<file path="src/design/supply_host_pkg.sv">
// package: register map, field layout, timing and types of the supply host controller
package supply_host_pkg;
   // ==========================================================
   // clock and time base
   localparam int CLK_PERIOD_NS = 10;
   localparam int MS_NS = 1000000;
   localparam int CYCLES_PER_MS_DEFAULT = MS_NS / CLK_PERIOD_NS;
   localparam int PRESCALE_W = 17;
   localparam int MS_W = 12;
   // times in milliseconds
   localparam logic [MS_W-1:0] RELEASE_MAX_MS = 12'h003;
   localparam logic [MS_W-1:0] RESUME_MIN_MS = 12'h001;
   localparam logic [MS_W-1:0] RESUME_MAX_MS = 12'h004;
   localparam logic [MS_W-1:0] RESUME_MS = 12'h002;
   localparam logic [MS_W-1:0] READ_TIMEOUT_MS_DEFAULT = 12'h3E8;

   // ==========================================================
   // module lines
   localparam int LINES = 3;

   // ==========================================================
   // register offsets (byte addresses)
   localparam logic [7:0] CTRL_OFS = 8'h00;
   localparam logic [7:0] STATUS_OFS = 8'h04;
   localparam logic [7:0] IRQ_STATUS_OFS = 8'h08;
   localparam logic [7:0] IRQ_MASK_OFS = 8'h0C;
   localparam logic [7:0] FITTED_OFS = 8'h10;

   // ctrl field positions
   localparam int CTRL_ENABLE_LSB = 0;
   localparam int CTRL_SHUTDOWN_BIT = 3;
   localparam int CTRL_START_BIT = 4;
   // status field positions
   localparam int ST_SNAPSHOT_LSB = 0;
   localparam int ST_SNAP_VALID_BIT = 3;
   localparam int ST_BUSY_BIT = 4;
   localparam int ST_DATA_VALID_BIT = 5;
   localparam int ST_AC_GOOD_BIT = 6;
   localparam int ST_DRIVEN_BIT = 7;
   // interrupt bits
   localparam int IRQ_W = 4;
   localparam int IRQ_READ_DONE = 0;
   localparam int IRQ_READ_TIMEOUT = 1;
   localparam int IRQ_AC_LOST = 2;
   localparam int IRQ_AC_RESTORED = 3;

   // reset values
   localparam logic [LINES-1:0] ENABLE_RESET = 3'h7;
   localparam logic [LINES-1:0] FITTED_RESET = 3'h7;
   localparam logic [IRQ_W-1:0] IRQ_MASK_RESET = 4'h0;

   // axi responses
   localparam logic [1:0] RESP_OKAY = 2'h0;
   localparam logic [1:0] RESP_SLVERR = 2'h2;

   // ==========================================================
   // types
   typedef struct packed {
      logic shutdown;
      logic [LINES-1:0] enable;
   } ctrl_t;

   typedef struct packed {
      logic [LINES-1:0] level;
      logic [LINES-1:0] drive;
   } line_drive_t;

   typedef enum logic [1:0] {IDLE, READING, RECOVER} seq_state_t;
endpackage

</file>
<file path="src/design/supply_host_ctrl.sv">
// host controller for the supply control and status lines, with an AXI4-Lite register slave
// Operation
// - drive a line low to turn its module off, high to turn it on
// - fresh status needs the request lowered and raised again
// - host releases the module lines within 3 ms of raising the request
// - after request falls, host re-drives lines between 1 and 4 ms later
// - host disregards status of lines with no module fitted
// - global shutdown low turns all outputs off; high lets them run
module supply_host_ctrl
   import supply_host_pkg::*;
#(
   parameter int CYCLES_PER_MS = CYCLES_PER_MS_DEFAULT,
   parameter logic [MS_W-1:0] READ_TIMEOUT_MS = READ_TIMEOUT_MS_DEFAULT
) (
   input wire logic mclk,
   input wire logic rst,
   // axi4-lite slave
   input wire logic [7:0] s_axi_awaddr,
   input wire logic s_axi_awvalid,
   output logic s_axi_awready,
   input wire logic [31:0] s_axi_wdata,
   input wire logic [3:0] s_axi_wstrb,
   input wire logic s_axi_wvalid,
   output logic s_axi_wready,
   output logic [1:0] s_axi_bresp,
   output logic s_axi_bvalid,
   input wire logic s_axi_bready,
   input wire logic [7:0] s_axi_araddr,
   input wire logic s_axi_arvalid,
   output logic s_axi_arready,
   output logic [31:0] s_axi_rdata,
   output logic [1:0] s_axi_rresp,
   output logic s_axi_rvalid,
   input wire logic s_axi_rready,
   // supply interface
   input wire logic [LINES-1:0] moduleLineIn,
   output logic [LINES-1:0] moduleLineOut,
   output logic [LINES-1:0] moduleLineOe,
   output logic globalShutdownN,
   output logic statusReadRequest,
   input wire logic statusDataValid,
   input wire logic acInputGood,
   output logic irq
);
   // ==========================================================
   // declarations
   logic awready_reg, wready_reg, bvalid_reg, arready_reg, rvalid_reg;
   logic [1:0] bresp_reg, rresp_reg;
   logic [31:0] rdata_reg;
   logic [7:0] awaddr_reg;
   logic [31:0] wdata_reg;
   logic [3:0] wstrb_reg;
   logic wrEn;
   ctrl_t ctrl_reg;
   logic [LINES-1:0] fitted_reg;
   logic [IRQ_W-1:0] irqMask_reg, irqStatus_reg, irqStatus_next, irqEvents, irqClear;
   logic [LINES-1:0] snapshot_reg;
   logic snapValid_reg;
   seq_state_t state_reg;
   line_drive_t lines_reg;
   logic request_reg, shutdownN_reg, irq_reg, acPrev_reg;
   logic startReq, timerLoad, timerExpired, readDone, readTimeout;
   logic [MS_W-1:0] timerMs;

   // byte-lane merge for writable words
   function automatic logic [31:0] merge(input logic [31:0] old, input logic [31:0] wd,
                                         input logic [3:0] strb);
      logic [31:0] res;
      res = old;
      for (int i = 0; i < 4; i++) begin
         if (strb[i]) begin
            res[i*8 +: 8] = wd[i*8 +: 8];
         end
      end
      return res;
   endfunction

   // ==========================================================
   // axi write channel
   assign wrEn = !awready_reg && !wready_reg && !bvalid_reg;

   always_ff @(posedge mclk or posedge rst) begin
      if (rst) begin
         awready_reg <= 1'b1;
         wready_reg <= 1'b1;
         bvalid_reg <= 1'b0;
         bresp_reg <= RESP_OKAY;
         awaddr_reg <= '0;
         wdata_reg <= '0;
         wstrb_reg <= '0;
      end else begin
         if (s_axi_awvalid && awready_reg) begin
            awready_reg <= 1'b0;
            awaddr_reg <= s_axi_awaddr;
         end
         if (s_axi_wvalid && wready_reg) begin
            wready_reg <= 1'b0;
            wdata_reg <= s_axi_wdata;
            wstrb_reg <= s_axi_wstrb;
         end
         if (wrEn) begin
            bvalid_reg <= 1'b1;
            unique case (awaddr_reg)
               CTRL_OFS, STATUS_OFS, IRQ_STATUS_OFS, IRQ_MASK_OFS, FITTED_OFS: begin
                  bresp_reg <= RESP_OKAY;
               end
               default: begin
                  bresp_reg <= RESP_SLVERR;
               end
            endcase
         end
         if (bvalid_reg && s_axi_bready) begin
            bvalid_reg <= 1'b0;
            awready_reg <= 1'b1;
            wready_reg <= 1'b1;
         end
      end
   end

   // ==========================================================
   // axi read channel
   always_ff @(posedge mclk or posedge rst) begin
      if (rst) begin
         arready_reg <= 1'b1;
         rvalid_reg <= 1'b0;
         rdata_reg <= '0;
         rresp_reg <= RESP_OKAY;
      end else if (s_axi_arvalid && arready_reg) begin
         arready_reg <= 1'b0;
         rvalid_reg <= 1'b1;
         rresp_reg <= RESP_OKAY;
         rdata_reg <= '0;
         unique case (s_axi_araddr)
            CTRL_OFS: begin
               rdata_reg[CTRL_SHUTDOWN_BIT:CTRL_ENABLE_LSB] <= ctrl_reg;
            end
            STATUS_OFS: begin
               rdata_reg[ST_SNAPSHOT_LSB +: LINES] <= snapshot_reg;
               rdata_reg[ST_SNAP_VALID_BIT] <= snapValid_reg;
               rdata_reg[ST_BUSY_BIT] <= (state_reg != IDLE);
               rdata_reg[ST_DATA_VALID_BIT] <= statusDataValid;
               rdata_reg[ST_AC_GOOD_BIT] <= acInputGood;
               rdata_reg[ST_DRIVEN_BIT] <= lines_reg.drive[0];
            end
            IRQ_STATUS_OFS: begin
               rdata_reg[IRQ_W-1:0] <= irqStatus_reg;
            end
            IRQ_MASK_OFS: begin
               rdata_reg[IRQ_W-1:0] <= irqMask_reg;
            end
            FITTED_OFS: begin
               rdata_reg[LINES-1:0] <= fitted_reg;
            end
            default: begin
               rresp_reg <= RESP_SLVERR;
            end
         endcase
      end else if (rvalid_reg && s_axi_rready) begin
         rvalid_reg <= 1'b0;
         arready_reg <= 1'b1;
      end
   end

   // ==========================================================
   // control registers
   logic [31:0] ctrlMerged;
   assign ctrlMerged = merge({28'h0000000, ctrl_reg}, wdata_reg, wstrb_reg);
   assign startReq = wrEn && (awaddr_reg == CTRL_OFS) && wstrb_reg[0]
                     && wdata_reg[CTRL_START_BIT];

   always_ff @(posedge mclk or posedge rst) begin
      if (rst) begin
         ctrl_reg <= '{shutdown: 1'b0, enable: ENABLE_RESET};
         fitted_reg <= FITTED_RESET;
         irqMask_reg <= IRQ_MASK_RESET;
      end else if (wrEn) begin
         unique case (awaddr_reg)
            CTRL_OFS: begin
               ctrl_reg <= ctrlMerged[CTRL_SHUTDOWN_BIT:CTRL_ENABLE_LSB];
            end
            IRQ_MASK_OFS: begin
               irqMask_reg <= IRQ_W'(merge({28'h0000000, irqMask_reg}, wdata_reg,
                                           wstrb_reg));
            end
            FITTED_OFS: begin
               fitted_reg <= LINES'(merge({29'h00000000, fitted_reg}, wdata_reg,
                                          wstrb_reg));
            end
            default: begin
            end
         endcase
      end
   end

   // ==========================================================
   // read sequence
   ms_timer #(
      .CYCLES_PER_MS(CYCLES_PER_MS)
   ) u_timer (
      .mclk(mclk),
      .rst(rst),
      .load(timerLoad),
      .loadMs(timerMs),
      .expired(timerExpired)
   );

   assign readDone = (state_reg == READING) && statusDataValid;
   assign readTimeout = (state_reg == READING) && !statusDataValid && timerExpired;
   assign timerLoad = (state_reg == IDLE && startReq) || readDone || readTimeout;
   assign timerMs = (state_reg == IDLE) ? READ_TIMEOUT_MS : RESUME_MS;

   always_ff @(posedge mclk or posedge rst) begin
      if (rst) begin
         state_reg <= IDLE;
         request_reg <= 1'b0;
         lines_reg <= '{level: ENABLE_RESET, drive: {LINES{1'b1}}};
         snapshot_reg <= '0;
         snapValid_reg <= 1'b0;
      end else begin
         unique case (state_reg)
            IDLE: begin
               lines_reg.level <= ctrl_reg.enable;
               lines_reg.drive <= {LINES{1'b1}};
               if (startReq) begin
                  state_reg <= READING;
                  request_reg <= 1'b1;
                  lines_reg.drive <= '0;
                  snapValid_reg <= 1'b0;
               end
            end
            READING: begin
               if (readDone) begin
                  snapshot_reg <= moduleLineIn & fitted_reg;
                  snapValid_reg <= 1'b1;
                  request_reg <= 1'b0;
                  state_reg <= RECOVER;
               end else if (readTimeout) begin
                  request_reg <= 1'b0;
                  state_reg <= RECOVER;
               end
            end
            RECOVER: begin
               if (timerExpired) begin
                  lines_reg.level <= ctrl_reg.enable;
                  lines_reg.drive <= {LINES{1'b1}};
                  state_reg <= IDLE;
               end
            end
         endcase
      end
   end

   // global shutdown acts in every state, also while reading
   always_ff @(posedge mclk or posedge rst) begin
      if (rst) begin
         shutdownN_reg <= 1'b1;
      end else begin
         shutdownN_reg <= !ctrl_reg.shutdown;
      end
   end

   // ==========================================================
   // interrupts
   always_comb begin
      irqEvents = '0;
      irqEvents[IRQ_READ_DONE] = readDone;
      irqEvents[IRQ_READ_TIMEOUT] = readTimeout;
      irqEvents[IRQ_AC_LOST] = acPrev_reg && !acInputGood;
      irqEvents[IRQ_AC_RESTORED] = !acPrev_reg && acInputGood;
      irqClear = '0;
      if (wrEn && awaddr_reg == IRQ_STATUS_OFS && wstrb_reg[0]) begin
         irqClear = wdata_reg[IRQ_W-1:0];
      end
      irqStatus_next = (irqStatus_reg & ~irqClear) | irqEvents;
   end

   always_ff @(posedge mclk or posedge rst) begin
      if (rst) begin
         irqStatus_reg <= '0;
         acPrev_reg <= 1'b0;
         irq_reg <= 1'b0;
      end else begin
         irqStatus_reg <= irqStatus_next;
         acPrev_reg <= acInputGood;
         irq_reg <= |(irqStatus_next & irqMask_reg);
      end
   end

   // ==========================================================
   // outputs
   assign s_axi_awready = awready_reg;
   assign s_axi_wready = wready_reg;
   assign s_axi_bvalid = bvalid_reg;
   assign s_axi_bresp = bresp_reg;
   assign s_axi_arready = arready_reg;
   assign s_axi_rvalid = rvalid_reg;
   assign s_axi_rdata = rdata_reg;
   assign s_axi_rresp = rresp_reg;
   assign moduleLineOut = lines_reg.level;
   assign moduleLineOe = lines_reg.drive;
   assign globalShutdownN = shutdownN_reg;
   assign statusReadRequest = request_reg;
   assign irq = irq_reg;
endmodule // supply_host_ctrl

</file>
<file path="src/design/ms_timer.sv">
// millisecond countdown timer with a prescaler
module ms_timer
   import supply_host_pkg::*;
#(
   parameter int CYCLES_PER_MS = CYCLES_PER_MS_DEFAULT
) (
   input wire logic mclk,
   input wire logic rst,
   input wire logic load,
   input wire logic [MS_W-1:0] loadMs,
   output logic expired
);
   localparam logic [PRESCALE_W-1:0] RELOAD = PRESCALE_W'(CYCLES_PER_MS - 1);

   logic [PRESCALE_W-1:0] pre_reg;
   logic [MS_W-1:0] cnt_reg;
   logic expired_reg;

   always_ff @(posedge mclk or posedge rst) begin
      if (rst) begin
         pre_reg <= '0;
         cnt_reg <= '0;
         expired_reg <= 1'b0;
      end else if (load) begin
         pre_reg <= RELOAD;
         cnt_reg <= loadMs;
         expired_reg <= 1'b0;
      end else if (cnt_reg != '0) begin
         if (pre_reg == '0) begin
            pre_reg <= RELOAD;
            cnt_reg <= cnt_reg - 1'b1;
            if (cnt_reg == 12'h001) begin
               expired_reg <= 1'b1;
            end
         end else begin
            pre_reg <= pre_reg - 1'b1;
         end
      end
   end

   assign expired = expired_reg;
endmodule // ms_timer

</file>
<file path="config.mk">
export PLATFORM = sky130hd
export DESIGN_NAME = supply_host_ctrl
export DESIGN_NICKNAME = d
export VERILOG_FILES = /design/src/design/supply_host_pkg.sv /design/src/design/supply_host_ctrl.sv /design/src/design/ms_timer.sv
export SDC_FILE = /design/constraint.sdc
export NUM_CORES = 1
export LEC_CHECK = 0
export ABC_AREA = 1
export BUFFER_PORTS_ARGS = -buffer_cell sky130_fd_sc_hd__buf_2
export CORE_UTILIZATION = 40
export CTS_BUF_LIST = sky130_fd_sc_hd__clkbuf_4
export CTS_CLUSTER_DIAMETER = 200
export DETAILED_ROUTE_END_ITERATION = 10
export GPL_ROUTABILITY_DRIVEN = 0
export GPL_TIMING_DRIVEN = 0
export PLACE_DENSITY_LB_ADDON = 0.12
export SYNTH_ARGS = -nofsm -noshare
export SYNTH_HDL_FRONTEND = slang
export SYNTH_SLANG_ARGS = --single-unit
export TNS_END_PERCENT = 1
</file>
<file path="constraint.sdc">
create_clock -name mclk -period 3.9 [get_ports mclk]
set_input_delay 0.39 -clock mclk [delete_from_list [all_inputs] [get_ports mclk]]
set_output_delay 0.39 -clock mclk [all_outputs]
set_load 0.05 [all_outputs]
</file>
# Word-level counts from Yosys, hierarchy flattened
# Index checks and enable logic that the tools add are counted.
# op_classes
n_addsub,2
n_eq_ne,15
n_mux,42
bitwise,5
n_reduce_logical,55
# ops
operator,n
two-way mux 17 bit,3
two-way mux 12 bit,3
"== test 8 x 4 -> 1 bit, second input constant",4
AND reduction 3 bit,7
nonzero test 2 bit,10
two-way mux 1 bit,19
logical AND 1 bit,18
logical NOT 17 bit,1
"subtractor 17 x 1 -> 17 bit, second input constant",1
"== test 8 x 3 -> 1 bit, second input constant",2
"== test 8 x 5 -> 1 bit, second input constant",2
logical NOT 8 bit,2
one-hot mux 3 bit (5 select lines),1
"== test 12 x 1 -> 1 bit, second input constant",1
two-way mux 2 bit,6
one-hot mux 6 bit (2 select lines),1
nonzero test 12 bit,1
"subtractor 12 x 1 -> 12 bit, second input constant",1
two-way mux 10 bit,1
OR reduction 5 bit,2
AND 4 bit,2
two-way mux 4 bit,2
logical NOT 1 bit,7
two-way mux 6 bit,1
other kinds (16),21
# word_totals
regBits,92
in_bits,64
out_inout_bits,50
wordCells,147

# Logic depth before layout (Yosys ltp)
# Gate-level depths: netlist (run 1).
# logic_depth
ltp_word,11
ltp_mapped,11
mapped_depth_nobuf,11

# By module
# Synthesis (run 1) repeated with hierarchy kept, for this count alone.
# unflattened
cells_unflattened,651
hier_area_um2,4994.8
# modules_own_cells
mod,instances,cells_each,area_each_um2,seq_area_each_um2
supply_host_ctrl,1,346,2881.5,1468.9
ms_timer,1,305,2113.3,750.7

# Least setup slack after synthesis (run 1)
# No wires, ideal clock.
# synth_path
path_type,register -> register
startpoint,"register bvalid_reg, in the netlist s_axi_bvalid"
endpoint,register u_timer.pre_reg[2]
setup_time_ns,0.124
arrival_ns,1.587
t_required_ns,3.776
slack_ns,2.189
stages_incl_launch_ff,10
n_path_buf,1
synth_period_minus_slack_ns,1.711
path_cell_list,dfrtp_1 > inv_1 > nand3_2 > nor2_4 > nand4_4 > nand2_4 > inv_4 > nand2_4 > buf_6 > o21ai_1
# synth_via
elab_chain_cells,9
elab_cells_between_ends,10
classes_between,1 x mux; 9 x reduce/logical
# synth_lines
item,line_no,text
"start, declared",supply_host_ctrl.sv:47,"logic awready_reg, wready_reg, bvalid_reg, arready_reg, rvalid_reg;"
"start signal, assigned",supply_host_ctrl.sv:86,bvalid_reg <= 1'b0;
"start signal, assigned",supply_host_ctrl.sv:102,bvalid_reg <= 1'b1;
"start signal, assigned",supply_host_ctrl.sv:113,bvalid_reg <= 1'b0;
logical NOT 1 bit (*),supply_host_ctrl.sv:80,assign wrEn = !awready_reg && !wready_reg && !bvalid_reg;
logical AND 1 bit (*),supply_host_ctrl.sv:80,
logical AND 1 bit (*) (2 in series),supply_host_ctrl.sv:168,assign startReq = wrEn && (awaddr_reg == CTRL_OFS) && wstrb_reg[0]
logical AND 1 bit (*),supply_host_ctrl.sv:169,&& wdata_reg[CTRL_START_BIT];
logical AND 1 bit (*),supply_host_ctrl.sv:209,assign timerLoad = (state_reg == IDLE && startReq) || readDone || readTimeout;
logical OR 1 bit (*) (2 in series),supply_host_ctrl.sv:209,
two-way mux 17 bit or nonzero test 2 bit (tied branches),n/a,
"end signal, assigned",ms_timer.sv:36,pre_reg <= pre_reg - 1'b1;
"end, declared",ms_timer.sv:15,logic [PRESCALE_W-1:0] pre_reg;
# Mark *: on every way between the ends. The rest lies on a longest branch, timed or not.
# A chain may end at the register's enable or synchronous reset.

# Worst setup path in the final report (run 1)
# layout_path
startpoint,register u_timer.cnt_reg[0]
endpoint,register u_timer.cnt_reg[10]
# layout_via
elab_chain_cells,4
elab_cells_between_ends,7
classes_between,1 x add/sub; 3 x mux; 3 x reduce/logical
# layout_lines
item,line_no,text
"start, declared",ms_timer.sv:16,logic [MS_W-1:0] cnt_reg;
"start signal, assigned",ms_timer.sv:26,cnt_reg <= loadMs;
"start signal, assigned",ms_timer.sv:31,cnt_reg <= cnt_reg - 1'b1;
subtractor 12 x 1 -> 12 bit,ms_timer.sv:31,
two-way mux 12 bit,ms_timer.sv:29,if (pre_reg == '0) begin
two-way mux 12 bit,ms_timer.sv:28,end else if (cnt_reg != '0) begin
two-way mux 12 bit,ms_timer.sv:24,end else if (load) begin
# Parallel ways exist; a longest one is shown, timed or not. The select of a mux whose other input is x is not followed.

==> results of run 1 <==
[metal layers]
metal	vias to the layer above	part of all wire, %	wire length [um]	track usage, %
met4	0	1.4	157	6.32
met1	1996	45	5110	22.3
li1	2229	-	-	-
met2	105	49	5570	31.9
met5	-	0	0	0
met3	14	4.2	479	4.68
[worst paths after layout]
kind,depth (start not counted),endpoint,slack [ns]
worst max register to register,10,u_timer.cnt_reg[10],1.99
min in group asynchronous,3,snapshot_reg[1],0.44
max in group asynchronous,4,moduleLineOe[1],2.79
worst min register to register,1,globalShutdownN,0.45
worst max-delay path,10,u_timer.cnt_reg[10],1.99
worst min-delay path,1,acPrev_reg,0.08
[power groups by stage]
| stage | sequential [W] | combinational [W] | clock, W |
|---|---|---|---|
| final | 0.00141 | 0.00173 | 0.000477 |
| after global routing | 0.00145 | 0.00194 | 0.000535 |
| after CTS | 0.00141 | 0.00174 | 0.000499 |
| after detailed placement | 0.00143 | 0.00173 | 0 |
| after global placement | 0.00143 | 0.00169 | 0 |
| after floorplan | 0.00162 | 0.00115 | 0 |
[critical path: cells and delay by family, from the launching register on]
family / cells / cell delay, ns
and+or+nand+nor: 6 / 0.80
DFF: 1 / 0.40
buffers and inverters: 2 / 0.22
adders and majority gates: 1 / 0.23
AOI/OAI and AO/OA: 1 / 0.17
[cells by family after synthesis]
kind of cell | count (synthesis)
and+or+nand+nor | 364
buffers and inverters | 110
DFF | 88
AOI/OAI and AO/OA | 69
muxes | 10
adders and majority gates | 7
xor gates and xnor gates | 4
other | 1
[metrics by stage]
step	total power, W	cell area (um^2)	hold slack (ns)
6_report	0.00362	5750	0.0764
2_1_floorplan	0.00277	5090	0.382
3_5_place_dp	0.00316	5620	0.410
4_1_cts	0.00365	5750	0.0334
5_1_grt	0.00392	5750	0.0207
3_3_place_gp	0.00312	5590	0.442
[layout make-up]
class                   count  area [um^2]
fillers                  1236         6360
multi-input cells         480         2320
flip-flops and latches     88         2220
repair buffers             59          323
inverters                  76          295
plain buffers              34          255
well taps                 168          210
clock buffers              10         75.1
clock inverters             6         45.0
[placed cells by master, fill, tap and decap left out, drive strengths merged, types with 7 or more instances in the layout]
cell and instances:
ha 7, nand3 72, buf 89, a21oi 17, nand2 185, inv 76
clkbuf 13, o21ai 51, nor2 86, dfrtp 74, nand4 12, conb 26
dfstp 14, mux2 10
==> results.json, run 1 <==
{
  "die_height_um": 114,
  "path_cells": "inv_1, ha_1, nand2_1, nor2_2, nand2_2, clkinv_4, nor2_8, nand2_1, o21ai_0, nor2_1",
  "start_util_pct": 41.3,
  "die_area_um2": 12900,
  "root_buffer": "clkbuf_4",
  "grt_pass1_wl_um": 18600,
  "clock_path_buffers": 2,
  "pwr_density_cell_nw_per_um2": 630,
  "final_hold_viol_count": 0,
  "worst_setup_path_start_kind": "flop",
  "post_cts_resize_count": 0,
  "crit_type": "flop to flop",
  "clk_pin_slew_ns": 0.14,
  "yosys-top-cells-count": "179 x nand2_1, 77 x nor2_1, 74 x dfrtp_1, 74 x inv_1, 68 x nand3_1",
  "grt_usage_pct": 18.4,
  "outcome": "finished, final reports clean",
  "muxShareOfSynthArea_pct": 2.25,
  "wl_um": 11300,
  "cts_setup_buffers": 0,
  "die_x_um": 114,
  "grt_pass1_vias": 3960,
  "synth_compound_area_share_pct": 7.11,
  "ys_top_cells_by_area": "dfrtp_1 37%, nand2_1 13%, dfstp_2 7.4%",
  "path_max_fanout": 10,
  "fin_ws_ns": 1.99,
  "ys_types": 33,
  "dp.cells": 904,
  "drive_above_1_share_pct": 20.6,
  "wl_per_cell_um": 12.3,
  "cpPeakStageDelay_ns": 0.40,
  "setup_viol": 0,
  "hp-class": "input port to flop",
  "num_rows": 40,
  "yosysMostFrequentCell": "nand2_1",
  "largest_reg_flops": 17,
  "seqPwrFrac_pct": 39.1,
  "synth_edf_count": 0,
  "final_cells": 921,
  "final_util_pct": 47.4,
  "cts_buffers": 9,
  "fin_skew_ns": 0.0111,
  "diodes": 0,
  "cp-end-kind": "flop",
  "synth_flop_cell": "dfrtp_1",
  "syn_inst": 653,
  "hp-start": "acInputGood",
  "synth_top_area_share_pct": 37.1,
  "cts_sinks": 88,
  "cts_tree": "yes",
  "swShare_pct": 47.8,
  "preCtsSetupSlack_ns": 2.02,
  "io_buffers": 57,
  "viasPerCell": 4.72,
  "vdd_drop_max_mv": 0.289,
  "synthesis.area_um2": 5000,
  "leakage_nw": 2.99,
  "p_switching_w": 0.00173,
  "grt_max_degree": 63,
  "arrival_ns": 2.27,
  "crit_start": "u_timer.cnt_reg[0]",
  "relSlewSlack_pct": 57.9,
  "crit_slowest_cell": "dfrtp_1",
  "overflow": 0,
  "ant_nets": 0,
  "cts_max_level": 3,
  "p_int_w": 0.00189,
  "pin_count": 114,
  "crit_required_ns": 4.26,
  "worstReg2RegStart": "u_timer.cnt_reg[0]",
  "finalSetupTns_ns": 0,
  "synthSimpleGateAreaFrac_pct": 32.7,
  "drv_slew": 0,
  "worst_pin_slew_ns": 0.625,
  "rsz0062_at_grt": "no",
  "yosysWarnings": 0,
  "fin_crit_ns": 1.91,
  "combPwrFrac_pct": 47.7,
  "async_reset_ff_share_pct": 100,
  "core_um2": 12100,
  "ys_seq_elements": 88,
  "p_clk_share_pct": 13.2,
  "synth_top_cell_by_area": "dfrtp_1",
  "drt_iter0_markers": 200,
  "finalCritPeriodShare_pct": 48.9,
  "antenna_found_initial": 0,
  "seq_area_frac_synth_pct": 44.4,
  "drv_cap": 0,
  "hpwl_um": 8550,
  "nets": 819,
  "synth_top_family_by_area": "simple AND/OR/NAND/NOR gates",
  "fmax_mhz": 525,
  "synth_fa_ha_area_share_pct": 1.75,
  "clk_latency_ns": 0.46,
  "firstDrtPassIters": 5,
  "critPathMostFrequentCell": "nand2_1",
  "route.vias.total": 4344,
  "route.detailed.drc": 0,
  "synth_xor_area_share_pct": 0.701,
  "postCtsHoldBufs": 1,
  "area_growth_syn_to_layout_pct": 15.0,
  "syn-mean-instance-area_um2": 7.65
}
Power figures use the tool's default switching activity.
==> run 2: changes to the inputs <==
--- a/config.mk
+++ b/config.mk
@@ -5,7 +5,7 @@
 export SDC_FILE = /design/constraint.sdc
 export NUM_CORES = 1
 export LEC_CHECK = 0
-export ABC_AREA = 1
+export ABC_AREA = 0
 export BUFFER_PORTS_ARGS = -buffer_cell sky130_fd_sc_hd__buf_2
 export CORE_UTILIZATION = 40
 export CTS_BUF_LIST = sky130_fd_sc_hd__clkbuf_4
==> constraint.sdc (replaced) <==
create_clock -name mclk -period 1.99 [get_ports mclk]
set_input_delay 0.199 -clock mclk [delete_from_list [all_inputs] [get_ports mclk]]
set_output_delay 0.199 -clock mclk [all_outputs]
set_load 0.05 [all_outputs]
==> results.json, run 2 <==
{
  "vdd_drop_max_mv": 0.815,
  "largest_reg_flops": 17,
  "path_max_fanout": 5,
  "outcome": "finished, violations left",
  "rsz0062_at_grt": "yes",
  "ys_types": 50,
  "diodes": 0,
  "core_um2": 10900,
  "overflow": 0,
  "start_util_pct": 41.2,
  "setup_viol": 43,
  "syn-mean-instance-area_um2": 10.3,
  "ys_top_cells_by_area": "dfrtp_1 41%, dfstp_2 8.2%, mux2_2 7.3%",
  "hp-class": "input port to flop",
  "async_reset_ff_share_pct": 100,
  "wl_um": 10300,
  "worst_setup_path_start_kind": "flop",
  "arrival_ns": 2.90,
  "wl_per_cell_um": 14.4,
  "synth_flop_cell": "dfrtp_1",
  "clock_path_buffers": 2,
  "antenna_found_initial": 0,
  "final_util_pct": 52.3,
  "seqPwrFrac_pct": 45.7,
  "die_x_um": 108,
  "finalSetupTns_ns": -13.64,
  "layout_common_cells": "73 x dfrtp_1, 57 x buf_2, 45 x buf_4",
  "drv_cap": 0,
  "dp.cells": 659,
  "cp-end-kind": "flop",
  "drive_above_1_share_pct": 35.7,
  "leakage_nw": 2.55,
  "critPathMostFrequentCell": "or4_4",
  "p_clk_share_pct": 15.4,
  "synthesis.area_um2": 4490,
  "root_buffer": "clkbuf_4",
  "pwr_density_cell_nw_per_um2": 1030,
  "path_cells": "or4_4, or4_4, and3_4, buf_6, or3_4, a21oi_2",
  "fmax_mhz": 396,
  "drt_iter0_markers": 127,
  "route.detailed.drc": 0,
  "grt_max_degree": 42,
  "firstDrtPassIters": 4,
  "cts_tree": "yes",
  "viasPerCell": 5.11,
  "grt_pass1_vias": 3506,
  "grt_usage_pct": 18.7,
  "crit_type": "flop to flop",
  "crit_slowest_cell": "or4_4",
  "final_cells": 715,
  "ant_nets": 0,
  "ys_seq_elements": 88,
  "yosysMostFrequentCell": "dfrtp_1",
  "yosysWarnings": 0,
  "nets": 641,
  "grt_pass1_wl_um": 17000,
  "cts_max_level": 3,
  "io_buffers": 56,
  "cts_buffers": 9,
  "combPwrFrac_pct": 38.9,
  "crit_required_ns": 2.37,
  "final_common_cell": "dfrtp_1",
  "p_switching_w": 0.00241,
  "clk_pin_slew_ns": 0.14,
  "seq_area_frac_synth_pct": 49.4,
  "num_rows": 38,
  "yosys-top-cells-count": "74 x dfrtp_1, 37 x nand2_1, 33 x o21ai_0",
  "die_area_um2": 11700,
  "finalCritPeriodShare_pct": 127,
  "pin_count": 114,
  "violations": "negative setup slack",
  "power_w": 0.00588,
  "synth_top_cell_by_area": "dfrtp_1",
  "hpwl_um": 7070,
  "synth_edf_count": 0,
  "synth_top_area_share_pct": 41.2,
  "relSlewSlack_pct": 51.0,
  "fin_crit_ns": 2.53,
  "syn_inst": 436,
  "cpPeakStageDelay_ns": 0.58,
  "cts_sinks": 88,
  "route.vias.total": 3655,
  "area_growth_syn_to_layout_pct": 26.9,
  "die_height_um": 108,
  "p_int_w": 0.00347,
  "swShare_pct": 40.9,
  "drv_slew": 0,
  "final_hold_viol_count": 0,
  "worst_pin_slew_ns": 0.728,
  "fin_ws_ns": -0.536,
  "hold_ws_ns": 0.0215,
  "clk_latency_ns": 0.44,
  "fin_skew_ns": 0.0107
}
==> run 2: repair_timing <==
| action | in CTS | in global routing |
|---|---|---|
| endpoints found under the hold margin | 35 | 0 |
| endpoints found under the setup margin | 46 | 49 |
| gates cloned | 2 | 0 |
| hold buffers | 24 | 0 |
| resized for setup | 26 | 13 |
| setup buffers | 9 | 8 |
| pin swaps | 10 | 8 |
==> run 2: cell families (layout without fill, tap and decap cells) <==
kind of cell / Yosys count / in the layout / share of synthesized area [%]
other cells: 1 / 26 / 0.0835
buf+inv: 61 / 174 / 7.83
fa+ha+maj: 7 / 7 / 1.95
mux: 37 / 37 / 9.61
simple gates: 152 / 153 / 18.8
flops: 88 / 88 / 49.4
compound gates: 79 / 79 / 10.1
xor+xnor: 11 / 11 / 2.15
==> run 2: path summary, 6_finish.rpt <==
path | startpoint | cells past startpoint | slack (ns) | endpoint
max | awaddr_reg[5] | 6 | -0.54 | u_timer.pre_reg[8]
min | s_axi_bready | 3 | 0.02 | s_axi_awready
max reg2reg | awaddr_reg[5] | 6 | -0.54 | u_timer.pre_reg[8]
min reg2reg | ctrl_reg[3] | 1 | 0.47 | globalShutdownN
max in group asynchronous | rst | 5 | 0.90 | s_axi_awready
min in group asynchronous | rst | 3 | 0.26 | u_timer.cnt_reg[5]
==> run 2: layout make-up <==
class | count | area, um^2
well taps | 140 | 175
multi-input cells | 313 | 2140
inverters | 20 | 78.8
repair buffers | 100 | 693
fillers | 998 | 5190
clock buffers | 9 | 67.6
flip-flops and latches | 88 | 2220
clock inverters | 7 | 47.5
plain buffers | 38 | 278
==> run 2: power groups by stage <==
stage | Sequential [W] | Combinational (W) | Clock (W)
floorplan | 0.00290 | 0.00126 | 0
global placement | 0.00269 | 0.00192 | 0
detailed placement | 0.00271 | 0.00198 | 0
CTS | 0.00267 | 0.00222 | 0.000942
global route | 0.00275 | 0.00254 | 0.00102
finish | 0.00268 | 0.00229 | 0.000906
==> run 2: per-layer routing <==
layer  track usage [%]  up-vias  part of all wire (%)  wire [um]
met2              29.8      101                    47       4880
met3              3.32       13                   4.2        429
li1                  -     1780                     -          -
met5                 0        -                     0          0
met4              6.26        0                   1.4        145
met1              25.8     1761                    47       4830
==> run 2: through the flow <==
stage                     instance area, um^2  setup WS (ns)
after floorplan                          4590         -0.581
after global placement                   5050         -0.756
after detailed placement                 5090         -0.828
after CTS                                5610         -0.625
after global routing                     5700         -0.593
final                                    5700         -0.536
==> run 2: critical path, delay by kind of cell (launching register included) <==
family / cells / cell delay [ns]
compound gates: 1 / 0.15
buf+inv: 1 / 0.13
flops: 1 / 0.43
simple gates: 4 / 1.76
==> run 3: changes to the inputs <==
--- a/config.mk
+++ b/config.mk
@@ -17,4 +17,4 @@
 export SYNTH_ARGS = -nofsm -noshare
 export SYNTH_HDL_FRONTEND = slang
 export SYNTH_SLANG_ARGS = --single-unit
-export TNS_END_PERCENT = 1
+export TNS_END_PERCENT = 10
==> results.json, run 3 (same netlist as run 2, synthesis figures left out) <==
{
  "viasPerCell": 5.06,
  "crit_type": "flop to flop",
  "clk_latency_ns": 0.44,
  "power_w": 0.00607,
  "diodes": 0,
  "wl_um": 10200,
  "area_growth_syn_to_layout_pct": 29.8,
  "route.vias.total": 3621,
  "pin_count": 114,
  "swShare_pct": 39.6,
  "cpPeakStageDelay_ns": 0.58,
  "critPathTopFamily": "simple AND/OR/NAND/NOR gates",
  "p_clk_share_pct": 16.5,
  "fin_ws_ns": -0.484,
  "grt_usage_pct": 18.2,
  "die_area_um2": 11700,
  "final_common_cell": "dfrtp_1",
  "core_um2": 10900,
  "p_switching_w": 0.00240,
  "violations": "negative setup slack",
  "final_util_pct": 53.5,
  "seq_area_um2": 2220,
  "multi_input_area_um2": 2190,
  "grt_max_degree": 27,
  "fill_cells": 1033,
  "outcome": "finished, violations left",
  "crit_required_ns": 2.35,
  "num_rows": 38,
  "cts_buffers": 9,
  "worst_pin_slew_ns": 0.680,
  "clk_pin_slew_ns": 0.14,
  "cts_sinks": 88,
  "drv_slew": 0,
  "worstReg2RegStart": "awaddr_reg[5]",
  "clock_path_buffers": 2,
  "largest_reg_flops": 17,
  "leakage_nw": 2.59,
  "overflow": 0,
  "fin_crit_ns": 2.47,
  "die_height_um": 108,
  "drv_cap": 0,
  "fmax_mhz": 404,
  "path_max_fanout": 5,
  "nets": 642,
  "start_util_pct": 41.2,
  "hp-start": "s_axi_bready",
  "antenna_found_initial": 0,
  "seqPwrFrac_pct": 44.2,
  "route.detailed.drc": 0,
  "arrival_ns": 2.84,
  "drive_above_1_share_pct": 37.0,
  "crit_start": "awaddr_reg[5]",
  "drt_iter0_markers": 119,
  "ant_nets": 0,
  "combPwrFrac_pct": 39.4,
  "cts_max_level": 3,
  "final_hold_viol_count": 0,
  "firstDrtPassIters": 5,
  "crit_buf_inv": 1,
  "grt_pass1_vias": 3422,
  "layout_common_cells": "73 x dfrtp_1, 56 x buf_2, 42 x buf_4",
  "pwr_density_cell_nw_per_um2": 1040,
  "path_cells": "or4_4, or4_4, and3_4, buf_6, or3_4, a21oi_2",
  "fin_skew_ns": 0.0223,
  "die_x_um": 108,
  "rsz0062_at_grt": "yes",
  "vdd_drop_max_mv": 0.809,
  "cts_tree": "yes",
  "cp-end-kind": "flop",
  "root_buffer": "clkbuf_4",
  "wl_per_cell_um": 14.2,
  "io_buffers": 56,
  "finalCritPeriodShare_pct": 124,
  "hp-class": "input port to flop",
  "critPathMostFrequentCell": "or4_4",
  "grt_pass1_wl_um": 16600,
  "crit_slowest_cell": "or4_4",
  "p_int_w": 0.00367,
  "worst_setup_path_start_kind": "flop",
  "setup_viol": 35,
  "relSlewSlack_pct": 54.3,
  "hpwl_um": 7080
}
[run 3: cell types whose count changed in the layout (fill, tap and decap cells not counted), moves of 3 or more]
cell | before | now
or4_1 | 8 | 5
or4_4 | 6 | 9
buf_4 | 45 | 42
o21ai_1 | 1 | 8
o21ai_0 | 32 | 25
[run 3: power groups by stage]
stage / Sequential [W] / Combinational [W] / Clock, W
CTS: 0.00267 / 0.00226 / 0.00104
finish: 0.00268 / 0.00239 / 0.00100
global route: 0.00275 / 0.00261 / 0.00111
global placement: 0.00269 / 0.00195 / 0
detailed placement: 0.00270 / 0.00201 / 0
floorplan: 0.00290 / 0.00128 / 0
[run 3: what timing repair did]
item,4_1_cts,5_1_grt
hold endpoints to repair,37,0
hold buffers,26,0
gates resized for setup,33,31
gates cloned,1,1
endpoints found under the setup margin,49,44
pin swaps,12,10
buffers inserted,7,9
[run 3: final timing paths]
path                            depth (start not counted)  slack [ns]                  to
worst max register to register                          6       -0.48  u_timer.pre_reg[8]
max in group asynchronous                               6        0.79       s_axi_awready
worst max-delay path                                    6       -0.48  u_timer.pre_reg[8]
worst min-delay path                                    3        0.03        s_axi_bvalid
worst min register to register                          1        0.45     globalShutdownN
min in group asynchronous                               3        0.29  u_timer.pre_reg[1]
[run 3: worst reg2reg max path, cell delays in order, from the launching register on]
cell and delay [ns]:
dfrtp_1 0.42, or4_4 0.58, or4_4 0.58, and3_4 0.22, buf_6 0.13, or3_4 0.36, a21oi_2 0.12
[run 3: layout make-up]
| class | count | area share [%] |
|---|---|---|
| Clock inverter | 6 | 1.05 |
| Multi-Input combinational cell | 313 | 37.6 |
| Clock buffer | 10 | 1.29 |
| Timing Repair Buffer | 102 | 12.6 |
| Buffer | 37 | 5.05 |
| Inverter | 20 | 1.35 |
| Sequential cell | 88 | 38.1 |
| Tap cell | 140 | 3.01 |
[run 3: per-layer routing]
layer	routed length [um]	GRT usage, %	up-vias
met5	0	0	-
met4	156	7.34	0
met3	387	2.83	12
met2	4720	29.3	85
met1	4900	24.5	1742
li1	-	-	1782
[run 3: stage by stage]
stage	hold slack [ns]	instance area [um^2]	instances	setup slack, ns	TNS, ns
after floorplan	0.230	4610	461	-0.530	-10.43
after global routing	0.0116	5830	716	-0.580	-14.72
after global placement	0.359	5060	657	-0.758	-21.02
final	0.0295	5830	716	-0.484	-11.35
after CTS	0.00494	5690	709	-0.590	-12.45
after detailed placement	0.221	5120	660	-0.777	-22.27
